[config.mk]
export PLATFORM = sky130hd
export DESIGN_NAME = vpm_top
export DESIGN_NICKNAME = d
export VERILOG_FILES = /design/src/vpm_pkg.sv /design/src/vpm_top.sv
export SDC_FILE = /design/constraint.sdc
export NUM_CORES = 1
export LEC_CHECK = 0
export BUFFER_PORTS_ARGS = -buffer_cell sky130_fd_sc_hd__buf_2
export CORE_ASPECT_RATIO = 0.8
export CORE_MARGIN = 2
export CORE_UTILIZATION = 35
export CTS_CLUSTER_SIZE = 30
export DETAILED_ROUTE_END_ITERATION = 10
export GPL_ROUTABILITY_DRIVEN = 0
export PLACE_DENSITY_LB_ADDON = 0.1
export SETUP_SLACK_MARGIN = 0.02
export SLEW_MARGIN = 5
export SYNTH_ARGS = -nofsm -noshare
export SYNTH_HDL_FRONTEND = slang
export SYNTH_SLANG_ARGS = --single-unit
[constraint.sdc]
create_clock -name sys_clk_i -period 72.5 [get_ports sys_clk_i]
set_input_delay 7.25 -clock sys_clk_i [delete_from_list [all_inputs] [get_ports sys_clk_i]]
set_output_delay 7.25 -clock sys_clk_i [all_outputs]
set_load 0.05 [all_outputs]
[src/vpm_pkg.sv]
// vpm_pkg: constants for the vector priority and program map block.
// assumes a 40 MHz system clock and a 32-bit avalon-mm register bus.
package vpm_pkg;
    localparam int NUM_VEC = 64;
    localparam int ADDR_W  = 21;                          // program word address width
    localparam int VBA_W   = 13;                          // vector base, upper address bits
    localparam int VBA_LSB = 8;                           // base is shifted by this much
    localparam logic [VBA_W-1:0] VBA_RESET = 13'h0000;

    // register byte offsets
    localparam logic [5:0] OFS_VBASE  = 6'h00;
    localparam logic [5:0] OFS_OPMODE = 6'h04;
    localparam logic [5:0] OFS_STATUS = 6'h08;
    localparam logic [5:0] OFS_PRIO0  = 6'h10;            // four words, 16 vectors each
    localparam logic [5:0] OFS_PRIO3  = 6'h1C;

    // operating mode fields
    localparam int OM_BOOT_SEL = 0;
    localparam int OM_SECURE   = 1;

    // vector classes
    localparam logic [63:0] VEC_VALID = 64'h0000_0FCE_3DF3_CEFC;
    localparam logic [63:0] VEC_FIXED = 64'h0000_0000_0001_C03C;
    localparam logic [63:0] VEC_DEBUG = 64'h0000_0000_0000_0EC0;
    localparam logic [63:0] VEC_CAN   = 64'h0000_0000_3C00_0000;

    // program space map
    localparam logic [20:0] PFLASH_LO  = 21'h000000;
    localparam logic [20:0] PFLASH_HI  = 21'h003FFF;
    localparam logic [20:0] BOOT_LO    = 21'h020000;
    localparam logic [20:0] BOOT_HI    = 21'h020FFF;
    localparam logic [20:0] BOOT_ENTRY = 21'h020000;
    localparam logic [20:0] WDOG_ENTRY = 21'h020002;
    localparam logic [20:0] PRAM_LO    = 21'h02F800;
    localparam logic [20:0] PRAM_HI    = 21'h02FFFF;

    typedef enum logic [1:0] {
        VPM_REG_RSVD,
        VPM_REG_PFLASH,
        VPM_REG_BOOT,
        VPM_REG_PRAM
    } vpm_region_e;
endpackage : vpm_pkg

[src/vpm_top.sv]
// vpm_top: interrupt vector priority resolution and program space decode.
// assumes request, address and secure inputs come from logic on sys_clk_i.
// assumes the core takes a grant one clock after the request is seen.
//
// Notes on behaviour
// - pending higher priority level always wins over every lower level
// - within the winning level the smallest vector number is granted
// - fetch address is vector base plus the source's fixed table offset
// - core exceptions at vectors 2 to 5 run at fixed level 3
// - debug sources 6,7,9,10,11 take programmable level 1 to 3
// - flash module requests at vectors 22,23,24 take level 0 to 2
// - can controller requests at vectors 26 to 29 take level 0 to 2
// - low voltage 20, pll 21, external line a 17 take level 0 to 2
// - serial interfaces at 38 to 41, gpio at 33 to 35, level 0 to 2
// - second async serial uses vectors 42 and 43 at level 0 to 2
// - reset program map: flash, boot flash, program ram, rest reserved
// - boot select bit never changes the program map
// - security state bit holds the flash secured status taken on the first clock after reset
// - software writes to the security bit change nothing
// - data flash read goes through one bus only per cycle
// - reduced variant decodes data flash and program ram as absent
// - table entries are two words, offset is twice the vector number
// - base 0x0200 puts entries 0 and 1 over the reset addresses
`timescale 1ns/1ps
module vpm_top #(
    parameter bit REDUCED = 1'b0                           // 1: no data flash, no program ram
) (
    input  wire logic                        sys_clk_i,           // system clock
    input  wire logic                        reset_n_i,           // async reset, active low
    // avalon-mm slave
    input  wire logic [5:0]                  avs_address_i,       // byte address
    input  wire logic                        avs_read_i,          // read request
    input  wire logic                        avs_write_i,         // write request
    input  wire logic [31:0]                 avs_writedata_i,     // write data
    input  wire logic [3:0]                  avs_byteenable_i,    // byte lanes
    output logic      [31:0]                 avs_readdata_o,      // read data
    output logic                             avs_waitrequest_o,   // stall
    // interrupt sources and core side
    input  wire logic [vpm_pkg::NUM_VEC-1:0] irq_src_i,           // level requests by vector
    output logic                             irq_req_o,           // a request is pending
    output logic      [5:0]                  irq_vector_o,        // granted vector
    output logic      [1:0]                  irq_level_o,         // its level
    output logic      [vpm_pkg::ADDR_W-1:0]  irq_fetch_addr_o,    // vector entry address
    // program space decode
    input  wire logic [vpm_pkg::ADDR_W-1:0]  prog_addr_i,         // program word address
    output logic      [1:0]                  prog_region_o,       // decoded region
    // security and data flash read paths
    input  wire logic                        flash_secure_i,      // flash secured status
    output logic                             security_state_o,    // security state bit
    input  wire logic                        dflash_core_rd_i,    // core read bus request
    input  wire logic                        dflash_sec_rd_i,     // secondary bus request
    output logic                             dflash_core_gnt_o,   // core read bus granted
    output logic                             dflash_sec_gnt_o     // secondary bus granted
);

    // elaboration check
    if (vpm_pkg::NUM_VEC != 64)
    begin : g_chk
        $error("vpm_top serves exactly 64 vectors");
    end

    // fetch address is the base shifted up by the table's low bits
    if (vpm_pkg::VBA_W + vpm_pkg::VBA_LSB != vpm_pkg::ADDR_W)
    begin : g_chk_addr
        $error("vpm_top needs base and offset bits to fill the address");
    end

    // implemented vectors, can controller absent on the reduced variant
    localparam logic [63:0] IMPL = REDUCED ? (vpm_pkg::VEC_VALID & ~vpm_pkg::VEC_CAN) : vpm_pkg::VEC_VALID;

    // class of a vector: 0 none, 1 fixed, 2 level 1..3, 3 level 0..2
    function automatic logic [1:0] vec_class(input int v);
        if (!IMPL[v])
            return 2'd0;
        else if (vpm_pkg::VEC_FIXED[v])
            return 2'd1;
        else if (vpm_pkg::VEC_DEBUG[v])
            return 2'd2;
        else
            return 2'd3;
    endfunction : vec_class

    // effective rank: 0 not eligible, else level plus one
    function automatic logic [2:0] vec_rank(input int v, input logic [1:0] field);
        logic [2:0] r;
        r = 3'd0;
        case (vec_class(v))
            2'd1:
            begin
                if (v >= 2 && v <= 5)
                    r = 3'd4;
                else if (v == 14)
                    r = 3'd3;
                else if (v == 15)
                    r = 3'd2;
                else
                    r = 3'd1;
            end
            2'd2: r = (field == 2'd0) ? 3'd0 : {1'b0, field} + 3'd1;
            2'd3: r = (field == 2'd3) ? 3'd0 : {1'b0, field} + 3'd1;
            default: r = 3'd0;
        endcase
        return r;
    endfunction : vec_rank

    // word match on the register bus, the two byte-select bits are ignored
    function automatic logic reg_hit(input logic [5:0] a, input logic [5:0] ofs);
        return a[5:2] == ofs[5:2];
    endfunction : reg_hit

    // the four priority words, sixteen two-bit fields each
    function automatic logic prio_hit(input logic [5:0] a);
        return a[5:2] >= vpm_pkg::OFS_PRIO0[5:2] && a[5:2] <= vpm_pkg::OFS_PRIO3[5:2];
    endfunction : prio_hit

    // first vector held by the addressed priority word
    function automatic int prio_first(input logic [5:0] a);
        return int'(a[5:2] - vpm_pkg::OFS_PRIO0[5:2]) * 16;
    endfunction : prio_first

    // register state
    logic [vpm_pkg::VBA_W-1:0] vbase_reg, vbase_next;
    logic                      boot_sel_reg, boot_sel_next;
    logic                      secure_reg, secure_next;
    logic                      sec_taken_reg, sec_taken_next;
    // priority fields, one per vector, two bits each
    logic [1:0]                prio_reg [64];
    logic [1:0]                prio_next [64];
    logic                      done_reg, done_next;
    logic [31:0]               rdata_reg, rdata_next;
    logic                      req_reg, req_next;
    logic [5:0]                vec_reg, vec_next;
    logic [1:0]                lvl_reg, lvl_next;
    logic [20:0]               faddr_reg, faddr_next;
    logic [1:0]                region_reg, region_next;

    // arbitration signals
    logic [63:0] pend;
    logic [2:0]  best_rank;
    logic [5:0]  best_vec;
    logic        access;
    logic [3:0]  widx;

    assign access = avs_read_i | avs_write_i;
    assign widx   = avs_address_i[5:2];
    assign pend   = irq_src_i & IMPL;

    // one wait cycle, then answer
    assign avs_waitrequest_o = access & ~done_reg;

    // register writes, reads and bus handshake
    always_comb
    begin
        vbase_next     = vbase_reg;
        boot_sel_next  = boot_sel_reg;
        secure_next    = secure_reg;
        sec_taken_next = 1'b1;
        prio_next      = prio_reg;
        done_next      = access & ~done_reg;
        rdata_next     = rdata_reg;
        // the flash's secure status is taken once, on the first clock after reset; later software writes cannot move it
        if (!sec_taken_reg)
            secure_next = flash_secure_i;                  // caught on the first clock after reset
        if (avs_write_i && done_reg)
        begin
            if (reg_hit(avs_address_i, vpm_pkg::OFS_VBASE))
            begin
                if (avs_byteenable_i[0])
                    vbase_next[7:0] = avs_writedata_i[7:0];
                if (avs_byteenable_i[1])
                    vbase_next[12:8] = avs_writedata_i[12:8];
            end
            else if (reg_hit(avs_address_i, vpm_pkg::OFS_OPMODE) && avs_byteenable_i[0])
                boot_sel_next = avs_writedata_i[vpm_pkg::OM_BOOT_SEL];  // secure bit ignored
            else if (prio_hit(avs_address_i))
            begin
                // fields of fixed and reserved vectors stay zero, so no stray write enables them
                for (int k = 0; k < 16; k++)
                begin
                    if (avs_byteenable_i[k/4] && vec_class(prio_first(avs_address_i) + k) >= 2'd2)
                        prio_next[prio_first(avs_address_i) + k] = avs_writedata_i[2*k +: 2];
                end
            end
        end
        // read data is loaded on the wait cycle and stands until the next read
        if (avs_read_i && !done_reg)
        begin
            rdata_next = 32'h0000_0000;
            if (reg_hit(avs_address_i, vpm_pkg::OFS_VBASE))
                rdata_next[vpm_pkg::VBA_W-1:0] = vbase_reg;
            else if (reg_hit(avs_address_i, vpm_pkg::OFS_OPMODE))
            begin
                rdata_next[vpm_pkg::OM_BOOT_SEL] = boot_sel_reg;
                rdata_next[vpm_pkg::OM_SECURE]   = secure_reg;
            end
            else if (reg_hit(avs_address_i, vpm_pkg::OFS_STATUS))
                rdata_next[9:0] = {req_reg, lvl_reg, 1'b0, vec_reg};  // pending, level, vector
            else if (prio_hit(avs_address_i))
            begin
                for (int k = 0; k < 16; k++)
                    rdata_next[2*k +: 2] = prio_reg[prio_first(avs_address_i) + k];
            end
        end
    end

    // register file and bus handshake state
    always_ff @(posedge sys_clk_i or negedge reset_n_i)
    begin
        if (!reset_n_i)
        begin
            vbase_reg     <= vpm_pkg::VBA_RESET;
            boot_sel_reg  <= 1'b0;
            secure_reg    <= 1'b0;
            sec_taken_reg <= 1'b0;
            done_reg      <= 1'b0;
            rdata_reg     <= 32'h0000_0000;
            for (int i = 0; i < 64; i++)
                prio_reg[i] <= 2'd0;
        end
        else
        begin
            vbase_reg     <= vbase_next;
            boot_sel_reg  <= boot_sel_next;
            secure_reg    <= secure_next;
            sec_taken_reg <= sec_taken_next;
            done_reg      <= done_next;
            rdata_reg     <= rdata_next;
            prio_reg      <= prio_next;
        end
    end

    // priority search: higher rank wins, descending scan keeps lowest vector on ties
    // rank 0 means not eligible: a disabled field or an absent vector never competes
    always_comb
    begin
        best_rank = 3'd0;
        best_vec  = 6'd0;
        for (int v = 63; v >= 0; v--)
        begin
            if (pend[v] && vec_rank(v, prio_reg[v]) != 3'd0 && vec_rank(v, prio_reg[v]) >= best_rank)
            begin
                best_rank = vec_rank(v, prio_reg[v]);
                best_vec  = 6'(v);
            end
        end
    end

    // grant, fetch address and program space decode
    always_comb
    begin
        req_next    = best_rank != 3'd0;
        vec_next    = best_vec;
        lvl_next    = (best_rank == 3'd0) ? 2'd0 : 2'(best_rank - 3'd1);
        faddr_next  = {vbase_reg, 8'h00} + {14'h0000, best_vec, 1'b0};
        // the boot select bit is not an input of this decode, so it cannot move the map
        region_next = vpm_pkg::VPM_REG_RSVD;
        if (prog_addr_i <= vpm_pkg::PFLASH_HI)
            region_next = vpm_pkg::VPM_REG_PFLASH;
        else if (prog_addr_i >= vpm_pkg::BOOT_LO && prog_addr_i <= vpm_pkg::BOOT_HI)
            region_next = vpm_pkg::VPM_REG_BOOT;
        else if (!REDUCED && prog_addr_i >= vpm_pkg::PRAM_LO && prog_addr_i <= vpm_pkg::PRAM_HI)
            region_next = vpm_pkg::VPM_REG_PRAM;
    end

    // registered grant and region, one clock behind their inputs
    always_ff @(posedge sys_clk_i or negedge reset_n_i)
    begin
        if (!reset_n_i)
        begin
            req_reg    <= 1'b0;
            vec_reg    <= 6'd0;
            lvl_reg    <= 2'd0;
            faddr_reg  <= 21'h000000;
            region_reg <= vpm_pkg::VPM_REG_RSVD;
        end
        else
        begin
            req_reg    <= req_next;
            vec_reg    <= vec_next;
            lvl_reg    <= lvl_next;
            faddr_reg  <= faddr_next;
            region_reg <= region_next;
        end
    end

    // data flash read path: core bus first, never both
    // the reduced variant has no data flash, so neither bus is ever granted there
    assign dflash_core_gnt_o = !REDUCED && dflash_core_rd_i;
    assign dflash_sec_gnt_o  = !REDUCED && dflash_sec_rd_i && !dflash_core_rd_i;

    // outputs
    assign avs_readdata_o   = rdata_reg;
    assign irq_req_o        = req_reg;
    assign irq_vector_o     = vec_reg;
    assign irq_level_o      = lvl_reg;
    assign irq_fetch_addr_o = faddr_reg;
    assign prog_region_o    = region_reg;
    assign security_state_o = secure_reg;

endmodule : vpm_top

---- Word-level counts from Yosys, hierarchy flattened ----
Memories as Yosys holds them, arrays and structs flattened.
Cells that the tools add are included.
storage, ports and cells
  register bits after elaboration ......... 209
  bits in read-only memories .............. 2880
  logic and storage cells ................. 1149
  memories ................................ 45
operators by class
  add/sub/neg operators ................... 49
  magnitude comparators ................... 102
  equal/unequal tests ..................... 126
  muxes and demuxes ....................... 572
  bitwise gates (word level) .............. 21
  reduce and logical (&&, ||, !) cells .... 158
memory list
  name              depth  bits a word  rd ports  clocked after memory_dff  write ports  line           source
  (name not given)  64     1            1         0                         0            vpm_top.sv:77  else if (vpm_pkg::VEC_DEBUG[v])
  (name not given)  64     1            1         0                         0            vpm_top.sv:75  else if (vpm_pkg::VEC_FIXED[v])
  (name not given)  64     1            1         0                         0            vpm_top.sv:73  if (!IMPL[v])
  (name not given)  64     1            1         0                         0            vpm_top.sv:77
  (name not given)  64     1            1         0                         0            vpm_top.sv:75
  (name not given)  64     1            1         0                         0            vpm_top.sv:73
  39 more memories  --     --           --        --                        --           --
operators with widths
  kind                                                                                    count
  128-bit two-way mux                                                                     76
  128-bit bitwise mux                                                                     16
  32-bit by 7-bit greater-or-equal comparator with 1-bit output (second input constant)   16
  32-bit by 1-bit < comparator with 1-bit output (second input constant)                  16
  32-bit inverter                                                                         16
  32-bit by 8-bit < comparator with 1-bit output (second input constant)                  15
  2-bit two-way mux                                                                       178
  3-bit two-way mux                                                                       93
  3-bit case mux with 3 select lines                                                      31
  2-bit binary-select mux with 6-bit select                                               16
  2-bit demux with 6-bit select                                                           16
  2-bit equality test (second input constant)                                             93
  6-bit two-way mux                                                                       31
  1-bit two-way mux                                                                       108
  1-bit logical AND                                                                       94
  2-bit by 1-bit adder with 3-bit output (second input constant)                          31
  9-bit by 5-bit adder with 10-bit output (second input constant)                         8
  3-bit nonzero test                                                                      25
  3-bit greater-or-equal comparator                                                       23
  2-bit by 1-bit equality test with 1-bit output (second input constant)                  31
  2-bit zero test                                                                         31
  21-bit by 18-bit greater-or-equal comparator with 1-bit output (second input constant)  2
  21-bit by 18-bit less-or-equal comparator with 1-bit output (second input constant)     2
  9-bit by 4-bit adder with 10-bit output (second input constant)                         4
  other kinds (31)                                                                        56

---- Depth between registers and ports, before layout ----
Gate-level depths: netlist (run 1).
  depth after elaboration ................. 191
  depth in mapped cells ................... 151
  gate-level depth less buffers ........... 146

---- Worst setup path before layout (run 1) ----
OpenSTA, ideal clock, no wires.
  path kind ............................... in2reg
  from .................................... input port irq_src_i[43] (netlist name)
  to ...................................... register vec_reg[2], in the netlist irq_vector_o[2]
  arrival time ............................ 35.984 ns
  path slack .............................. 36.390 ns
  stages .................................. 148
  path buffers ............................ 6
  path through ............................ nor2b_1 > nor2b_1 > ha_1 > nor3b_1 > nor3_1 > o21ai_0 > inv_1 > ha_1 > nor2_1 > or3_1 > clkbuf_1 > mux2i_1 > ha_1 > nor3b_1 > nor3_1 > a2111oi_0 > nor3_1 > ha_1 > [112 not listed] > nand2b_1 > a21oi_1 > nor2b_1 > o21ai_1 > inv_1 > a2bb2oi_1 > o21ai_1 > ha_1 > nand2b_1 > a21oi_1 > nor2b_1 > o21ai_1 > inv_1 > nor2_1 > a32oi_2 > o2111ai_4 > a21oi_2 > o32a_1
between the ends
  longest elaborated chain between the ends .. 93
  elaborated cells between the ends (all ways) .. 122
  classes of those cells .................. order compare (30); mux (60); reduce/logical (32)
ends and longest elaborated chain
  item                               line            source
  start, declared                    vpm_top.sv:39   input wire logic [vpm_pkg::NUM_VEC-1:0] irq_src_i,
  1-bit logical AND * (2 in a row)   vpm_top.sv:240  if (pend[v] && vec_rank(v, prio_reg[v]) != 3'd0 && vec_rank(v, prio_reg[v]) >= best_rank)
  3-bit two-way mux *                vpm_top.sv:240
  3-bit greater-or-equal comparator  vpm_top.sv:240
  1-bit logical AND                  vpm_top.sv:240
  3-bit two-way mux                  vpm_top.sv:240
  3-bit greater-or-equal comparator  vpm_top.sv:240
  1-bit logical AND                  vpm_top.sv:240
  3-bit two-way mux                  vpm_top.sv:240
  [77 not listed]                    --
  3-bit two-way mux                  vpm_top.sv:240
  3-bit greater-or-equal comparator  vpm_top.sv:240
  1-bit logical AND                  vpm_top.sv:240
  3-bit two-way mux                  vpm_top.sv:240
  3-bit greater-or-equal comparator  vpm_top.sv:240
  1-bit logical AND                  vpm_top.sv:240
  6-bit two-way mux *                vpm_top.sv:240
  via best_vec[2]                    vpm_top.sv:140  logic [5:0] best_vec;
  end signal, assigned               vpm_top.sv:279  vec_reg <= vec_next;
  end, declared                      vpm_top.sv:132  logic [5:0] vec_reg, vec_next;
Mark *: on every way through the listed nets, which the timed path passes. The rest lies on a longest branch.
A chain may end at the register's enable or synchronous reset.

---- Worst setup path in the final report (run 1) ----
  from .................................... input port irq_src_i[43] (netlist name)
  to ...................................... register vec_reg[0], in the netlist irq_vector_o[0]
between the ends
  longest elaborated chain between the ends .. 93
  elaborated cells between the ends (all ways) .. 123
  classes of those cells .................. order compare (30); mux (61); reduce/logical (32)
ends and longest elaborated chain
  item                               line
  1-bit logical AND * (2 in a row)   vpm_top.sv:240
  3-bit two-way mux                  vpm_top.sv:240
  3-bit greater-or-equal comparator  vpm_top.sv:240
  1-bit logical AND                  vpm_top.sv:240
  3-bit two-way mux                  vpm_top.sv:240
  3-bit greater-or-equal comparator  vpm_top.sv:240
  1-bit logical AND                  vpm_top.sv:240
  3-bit two-way mux                  vpm_top.sv:240
  [77 not listed]                    --
  3-bit two-way mux                  vpm_top.sv:240
  3-bit greater-or-equal comparator  vpm_top.sv:240
  1-bit logical AND                  vpm_top.sv:240
  3-bit two-way mux                  vpm_top.sv:240
  3-bit greater-or-equal comparator  vpm_top.sv:240
  1-bit logical AND                  vpm_top.sv:240
  6-bit two-way mux *                vpm_top.sv:240
  via best_vec[0]                    vpm_top.sv:140
Marked as above.

==> qor.yml, run 1 <==
drt_wl_total_microns: 32000
use_met2_pct: 29.6
grt_pass1_vias: 8155
grt.met1_usage_pct: 29.6
ys_warn_count: 0
largest_reg_flops: 104
antenna_found_initial: 1
hp-class: "flip-flop to flip-flop"
vias: 8299
grt_overflow: 0
async_flop_share_pct: 100
die_area_sq_um: 33200
die_w_microns: 203
cp.required_ns: 72.85
netlist.area_leader.share_pct: 39.2
cts_tree: "built"
synth_edf_count: 0
ios: 202
tightest_slew_ns: 0.985
route.detailed.drc: 0
cts_hold_buf: 0
cts_buffers: 17
drive_above_1_share_pct: 33.5
ys_seq_elements: 174
slowest_delay_ns: 0.74
clk_path_buf_depth: 2
cp_top_family: "simple AND/OR/NAND/NOR gates"
drtAntennaViolNets: 0
grt-busiest-layer: "met2"
synth_cells: 1006
nets: 1363
slew_headroom_pct: 34.3
ys_types: 85
setup_slack_ns: 31.91
rsz0062_at_grt: "false"
cp_num_buf_inv: 10
yosysTopAreaCell: "dfrtp_1"
critPathSlowestCell: "nor3b_1"
yosysSeqAreaShare_pct: 39.2
place_ws_ns: 31.60
grt_start_max_net_pins: 75
rows: 58
syn_area_per_cell_sq_um: 11.0
fp.dieH_microns: 163
stdcell_count: 1574
fmax_mhz: 24.6
placedCellCount: 1541
critPathLaunchType: "input port"
cp-end-kind: "flip-flop"
syn-cell-area_sq_um: 11100
timing.setup.critical_path_class: "input port to flip-flop"
status: "finished, final reports clean"
met3_usage_pct: 3.97
insertion_delay_ns: 0.44
syn_to_final_growth_pct: 15.4
grt_usage_pct: 19.9
port_buffers: 149
fin_util_pct: 40.9
dp_hpwl_microns: 24500
critPathArrivalTime_ns: 40.94
core_area_sq_um: 31400
fin_skew_ns: 0.00919
powerDensity_nw_per_um2: 28.5
grt_pass1_wl_microns: 49500
cts_sinks: 174
synth.area.top_cells: "dfrtp_1, mux2_2, ha_1"
synthFlopType: "dfrtp_1"
mostFrequentLayoutCell: "dfrtp_1"
fill_cells: 3113
finalMaxSlewViolations: 0
period_minus_slack_ns: 40.59
final_cell_mix: "dfrtp_1, buf_2, mux2_2"
drt_iter0_drc: 556
first_pass_iters: 5
post_cts_buffers: 0
fin_crit_sh_pct: 56.0
vdd_drop_max_v: 0.0000202
htreeDepth: 4
avgViaCountPerCell: 5.27
clkTransAtPathRegs_ns: 0.07
initial_core_util_pct: 35.4
cts-root-buf: "clkbuf_16"
critPathMaxFanout: 10
cpMostUsedCell: "ha_1"
setup_viol: 0
wl_per_cell_microns: 20.4
hold_ws_ns: 0.406
cap_violations: 0
p_leak_uw: 0.00620
tns_ns: 0
post_cts_resized: 0
hold_viol: 0
-- worst reg2reg max path, delay by kind of cell (launching register included) --
kind	cells	cell delay [ns]
buffers and inverters	9	0.93
adder cells (fa/ha/maj)	24	6.19
multiplexers	5	1.44
flip-flops	1	0.43
AO/OA/AOI/OAI	39	10.46
AND/OR/NAND/NOR	65	14.80
-- power breakdown --
group          internal, uW  leakage, uW  switching [uW]
Sequential              106      0.00233            8.71
Combinational          57.8      0.00359            99.4
Clock                  51.7     0.000279            42.9
-- cell type report --
class                           count  area, sq um  share of cell area [%]
Tap cell                          420          526                    4.10
Timing Repair Buffer              157          812                    6.33
Inverter                           41          154                    1.20
Antenna cell                        1         2.50                  0.0195
Clock inverter                     13          154                    1.20
Clock buffer                       19          433                    3.38
Sequential cell                   174         4350                    34.0
Multi-Input combinational cell    749         6380                    49.8
-- final timing paths --
kind	startpoint	endpoint	slack, ns	depth (start not counted)
min in group asynchronous	reset_n_i	irq_fetch_addr_o[17]$_DFF_PN0_	6.73	1
min reg2reg	vbase_reg[12]$_DFFE_PN0P_	irq_fetch_addr_o[20]$_DFF_PN0_	0.41	0
max	irq_src_i[43]	irq_vector_o[0]$_DFF_PN0_	31.91	142
max reg2reg	prio_reg[40]$_DFFE_PN0P_	irq_vector_o[0]$_DFF_PN0_	38.19	142
max in group asynchronous	reset_n_i	prio_reg[43]$_DFFE_PN0P_	64.40	2
min	vbase_reg[12]$_DFFE_PN0P_	irq_fetch_addr_o[20]$_DFF_PN0_	0.41	0
-- metal layers --
metal  vias to the layer above  part of all wire (%)
met5                         -                     0
li1                       4024                     -
met4                         0                  0.84
met2                       141                    44
met3                        10                   3.8
met1                      4124                    51
-- metrics by stage --
step | total power (uW) | cell area (sq um)
3_3_place_gp | 271 | 12200
3_5_place_dp | 273 | 12200
2_1_floorplan | 232 | 11100
6_report | 366 | 12800
4_1_cts | 369 | 12800
5_1_grt | 390 | 12800
-- synthesized netlist by cell type (16+ instances only) --
cell type,count
nor2_1,57
nand2_1,70
dfrtp_1,174
inv_1,41
or2_2,25
ha_1,88
a21oi_1,27
nand2b_1,24
nor3b_1,16
nor3_1,22
mux4_2,26
nor2b_1,21
mux2_2,114
clkbuf_1,25
o21ai_0,34
a22o_1,26
-- cells by family after synthesis --
family / synth area share [%]
muxes: 17.6
AOI/OAI and AO/OA: 13.9
and+or+nand+nor: 15.7
DFF: 39.2
buffers and inverters: 3.47
adders and majority gates: 10.1
other: 0.0676
Power figures use the tool's default switching activity.
==> run 2, diff against run 1 <==
==> constraint.sdc (replaced) <==
create_clock -name sys_clk_i -period 34.1 [get_ports sys_clk_i]
set_input_delay 3.41 -clock sys_clk_i [delete_from_list [all_inputs] [get_ports sys_clk_i]]
set_output_delay 3.41 -clock sys_clk_i [all_outputs]
set_load 0.05 [all_outputs]
==> qor.yml, run 2 (synthesis gave the netlist of run 1 again) <==
insertion_delay_ns: 0.45
hp-start: "vbase_reg[12]$_DFFE_PN0P_"
r2r_cells: 141
critPathSlowestCell: "or4b_1"
min_to: "irq_fetch_addr_o[20]$_DFF_PN0_"
grt_usage_pct: 20.2
slowest_delay_ns: 0.60
core_area_sq_um: 31400
antenna_found_initial: 1
die_area_sq_um: 33200
powerDensity_nw_per_um2: 63.3
hold_depth: 0
mostFrequentLayoutCell: "dfrtp_1"
cp-end-kind: "flip-flop"
port_buffers: 149
reg2reg_to: "irq_fetch_addr_o[6]$_DFF_PN0_"
initial_core_util_pct: 35.4
fin_skew_ns: 0.00923
cpMostUsedCell: "ha_1"
htreeDepth: 4
ios: 202
cts_hold_buf: 0
rows: 58
cts-root-buf: "clkbuf_16"
tightest_slew_ns: 1.19
cts_buffers: 17
slew_headroom_pct: 20.9
status: "finished, final reports clean"
place_area_sq_um: 12700
cap_violations: 0
syn_to_final_growth_pct: 21.1
fmax_mhz: 31.2
fill_cells: 3096
critPathArrivalTime_ns: 32.35
cp.required_ns: 34.43
avgViaCountPerCell: 5.24
drive_above_1_share_pct: 38.8
fin_crit_sh_pct: 93.9
dp_hpwl_microns: 25100
timing.setup.critical_path_class: "input port to flip-flop"
first_pass_iters: 4
critPathLaunchType: "input port"
vias: 8583
p_leak_uw: 0.00655
wl_per_cell_microns: 19.9
drt_wl_total_microns: 32600
cts_sinks: 174
rrSetupSlack_ns: 4.49
setup_viol: 0
grt_overflow: 0
tns_ns: 0
clk_path_buf_depth: 2
r2r_start: "prio_reg[40]$_DFFE_PN0P_"
cts_tree: "built"
nets: 1430
route.detailed.drc: 0
fp.dieH_microns: 163
hp-class: "flip-flop to flip-flop"
finalMaxSlewViolations: 0
vdd_drop_max_v: 0.0000391
grt_pass1_wl_microns: 50100
drtAntennaViolNets: 0
stdcell_area_sq_um: 13500
clkTransAtPathRegs_ns: 0.07
die_w_microns: 203
fin_util_pct: 42.9
critPathMaxFanout: 10
grt_pass1_vias: 8466
largest_reg_flops: 104
period_minus_slack_ns: 32.02
hold_viol: 0
grt_start_max_net_pins: 65
final_cell_mix: "dfrtp_1, buf_2, mux2_2"
drt_iter0_drc: 543
==> run 2: cell types whose count changed in the layout (fill, tap and decap cells not counted), sizes merged <==
cell      delta
buf         +67
bufinv       +1
clkinv       -2
clkinvlp     +1
inv          -2
==> run 2: layer usage <==
layer  wire [microns]  vias up  part of all wire [%]  global-route usage [%]
met5                0        -                     0                       0
met4              272        0                  0.83                    4.05
met3             1340       18                   4.1                    3.63
met2            14100      155                    43                    29.5
met1            16900     4267                    52                    30.9
li1                 -     4143                     -                       -
==> run 2: layout make-up <==
cell class | instances | area (sq um) | share of cell area [%]
inverter | 41 | 154 | 1.14
multi-input combinational | 749 | 6510 | 48.4
timing repair buffer | 224 | 1320 | 9.77
tap | 420 | 526 | 3.91
clock buffer | 19 | 443 | 3.29
clock inverter | 11 | 155 | 1.15
sequential | 174 | 4350 | 32.4
antenna | 1 | 2.50 | 0.0186
==> run 2: repair_timing <==
action	in CTS	in global routing
endpoints found under the setup margin	0	9
setup buffers	0	3
hold endpoints to repair	0	0
resized for setup	0	27
==> run 2: report_power, final <==
part	internal [uW]	leakage (uW)	total (uW)	switching [uW]
combinational	175	0.00395	404	228
clock	117	0.000279	205	88.0
sequential	224	0.00233	243	18.5
==> run 2: stage by stage <==
step                      hold WS, ns  setup slack, ns  power, uW  instances
after floorplan                 0.371             1.83        494       1007
after global placement          0.387            0.102        634       1605
after detailed placement        0.386          -0.0705        637       1605
after CTS                       0.404            0.303        845       1635
after global routing            0.410          -0.0669        910       1638
final                           0.399             2.08        852       1639
==> run 2: worst max-delay path: cells and delay by family <==
| family | cells | cell delay [ns] |
|---|---|---|
| AND/OR/NAND/NOR | 61 | 12.51 |
| AO/OA/AOI/OAI | 39 | 7.73 |
| adder cells (fa/ha/maj) | 23 | 6.08 |
| buffers and inverters | 14 | 1.60 |
| multiplexers | 4 | 0.99 |
==> run 2: worst max path at each step <==
| stage | from | end | depth (start not counted) |
|---|---|---|---|
| 2_1_floorplan | irq_src_i[43] | irq_vector_o[2]$_DFF_PN0_ | 148 |
| 3_3_place_gp | irq_src_i[43] | irq_vector_o[0]$_DFF_PN0_ | 146 |
| 3_5_place_dp | irq_src_i[43] | irq_vector_o[0]$_DFF_PN0_ | 145 |
| 4_1_cts | irq_src_i[43] | irq_vector_o[0]$_DFF_PN0_ | 145 |
| 5_1_grt | irq_src_i[43] | irq_fetch_addr_o[6]$_DFF_PN0_ | 145 |
| 6_report | irq_src_i[43] | irq_fetch_addr_o[6]$_DFF_PN0_ | 141 |
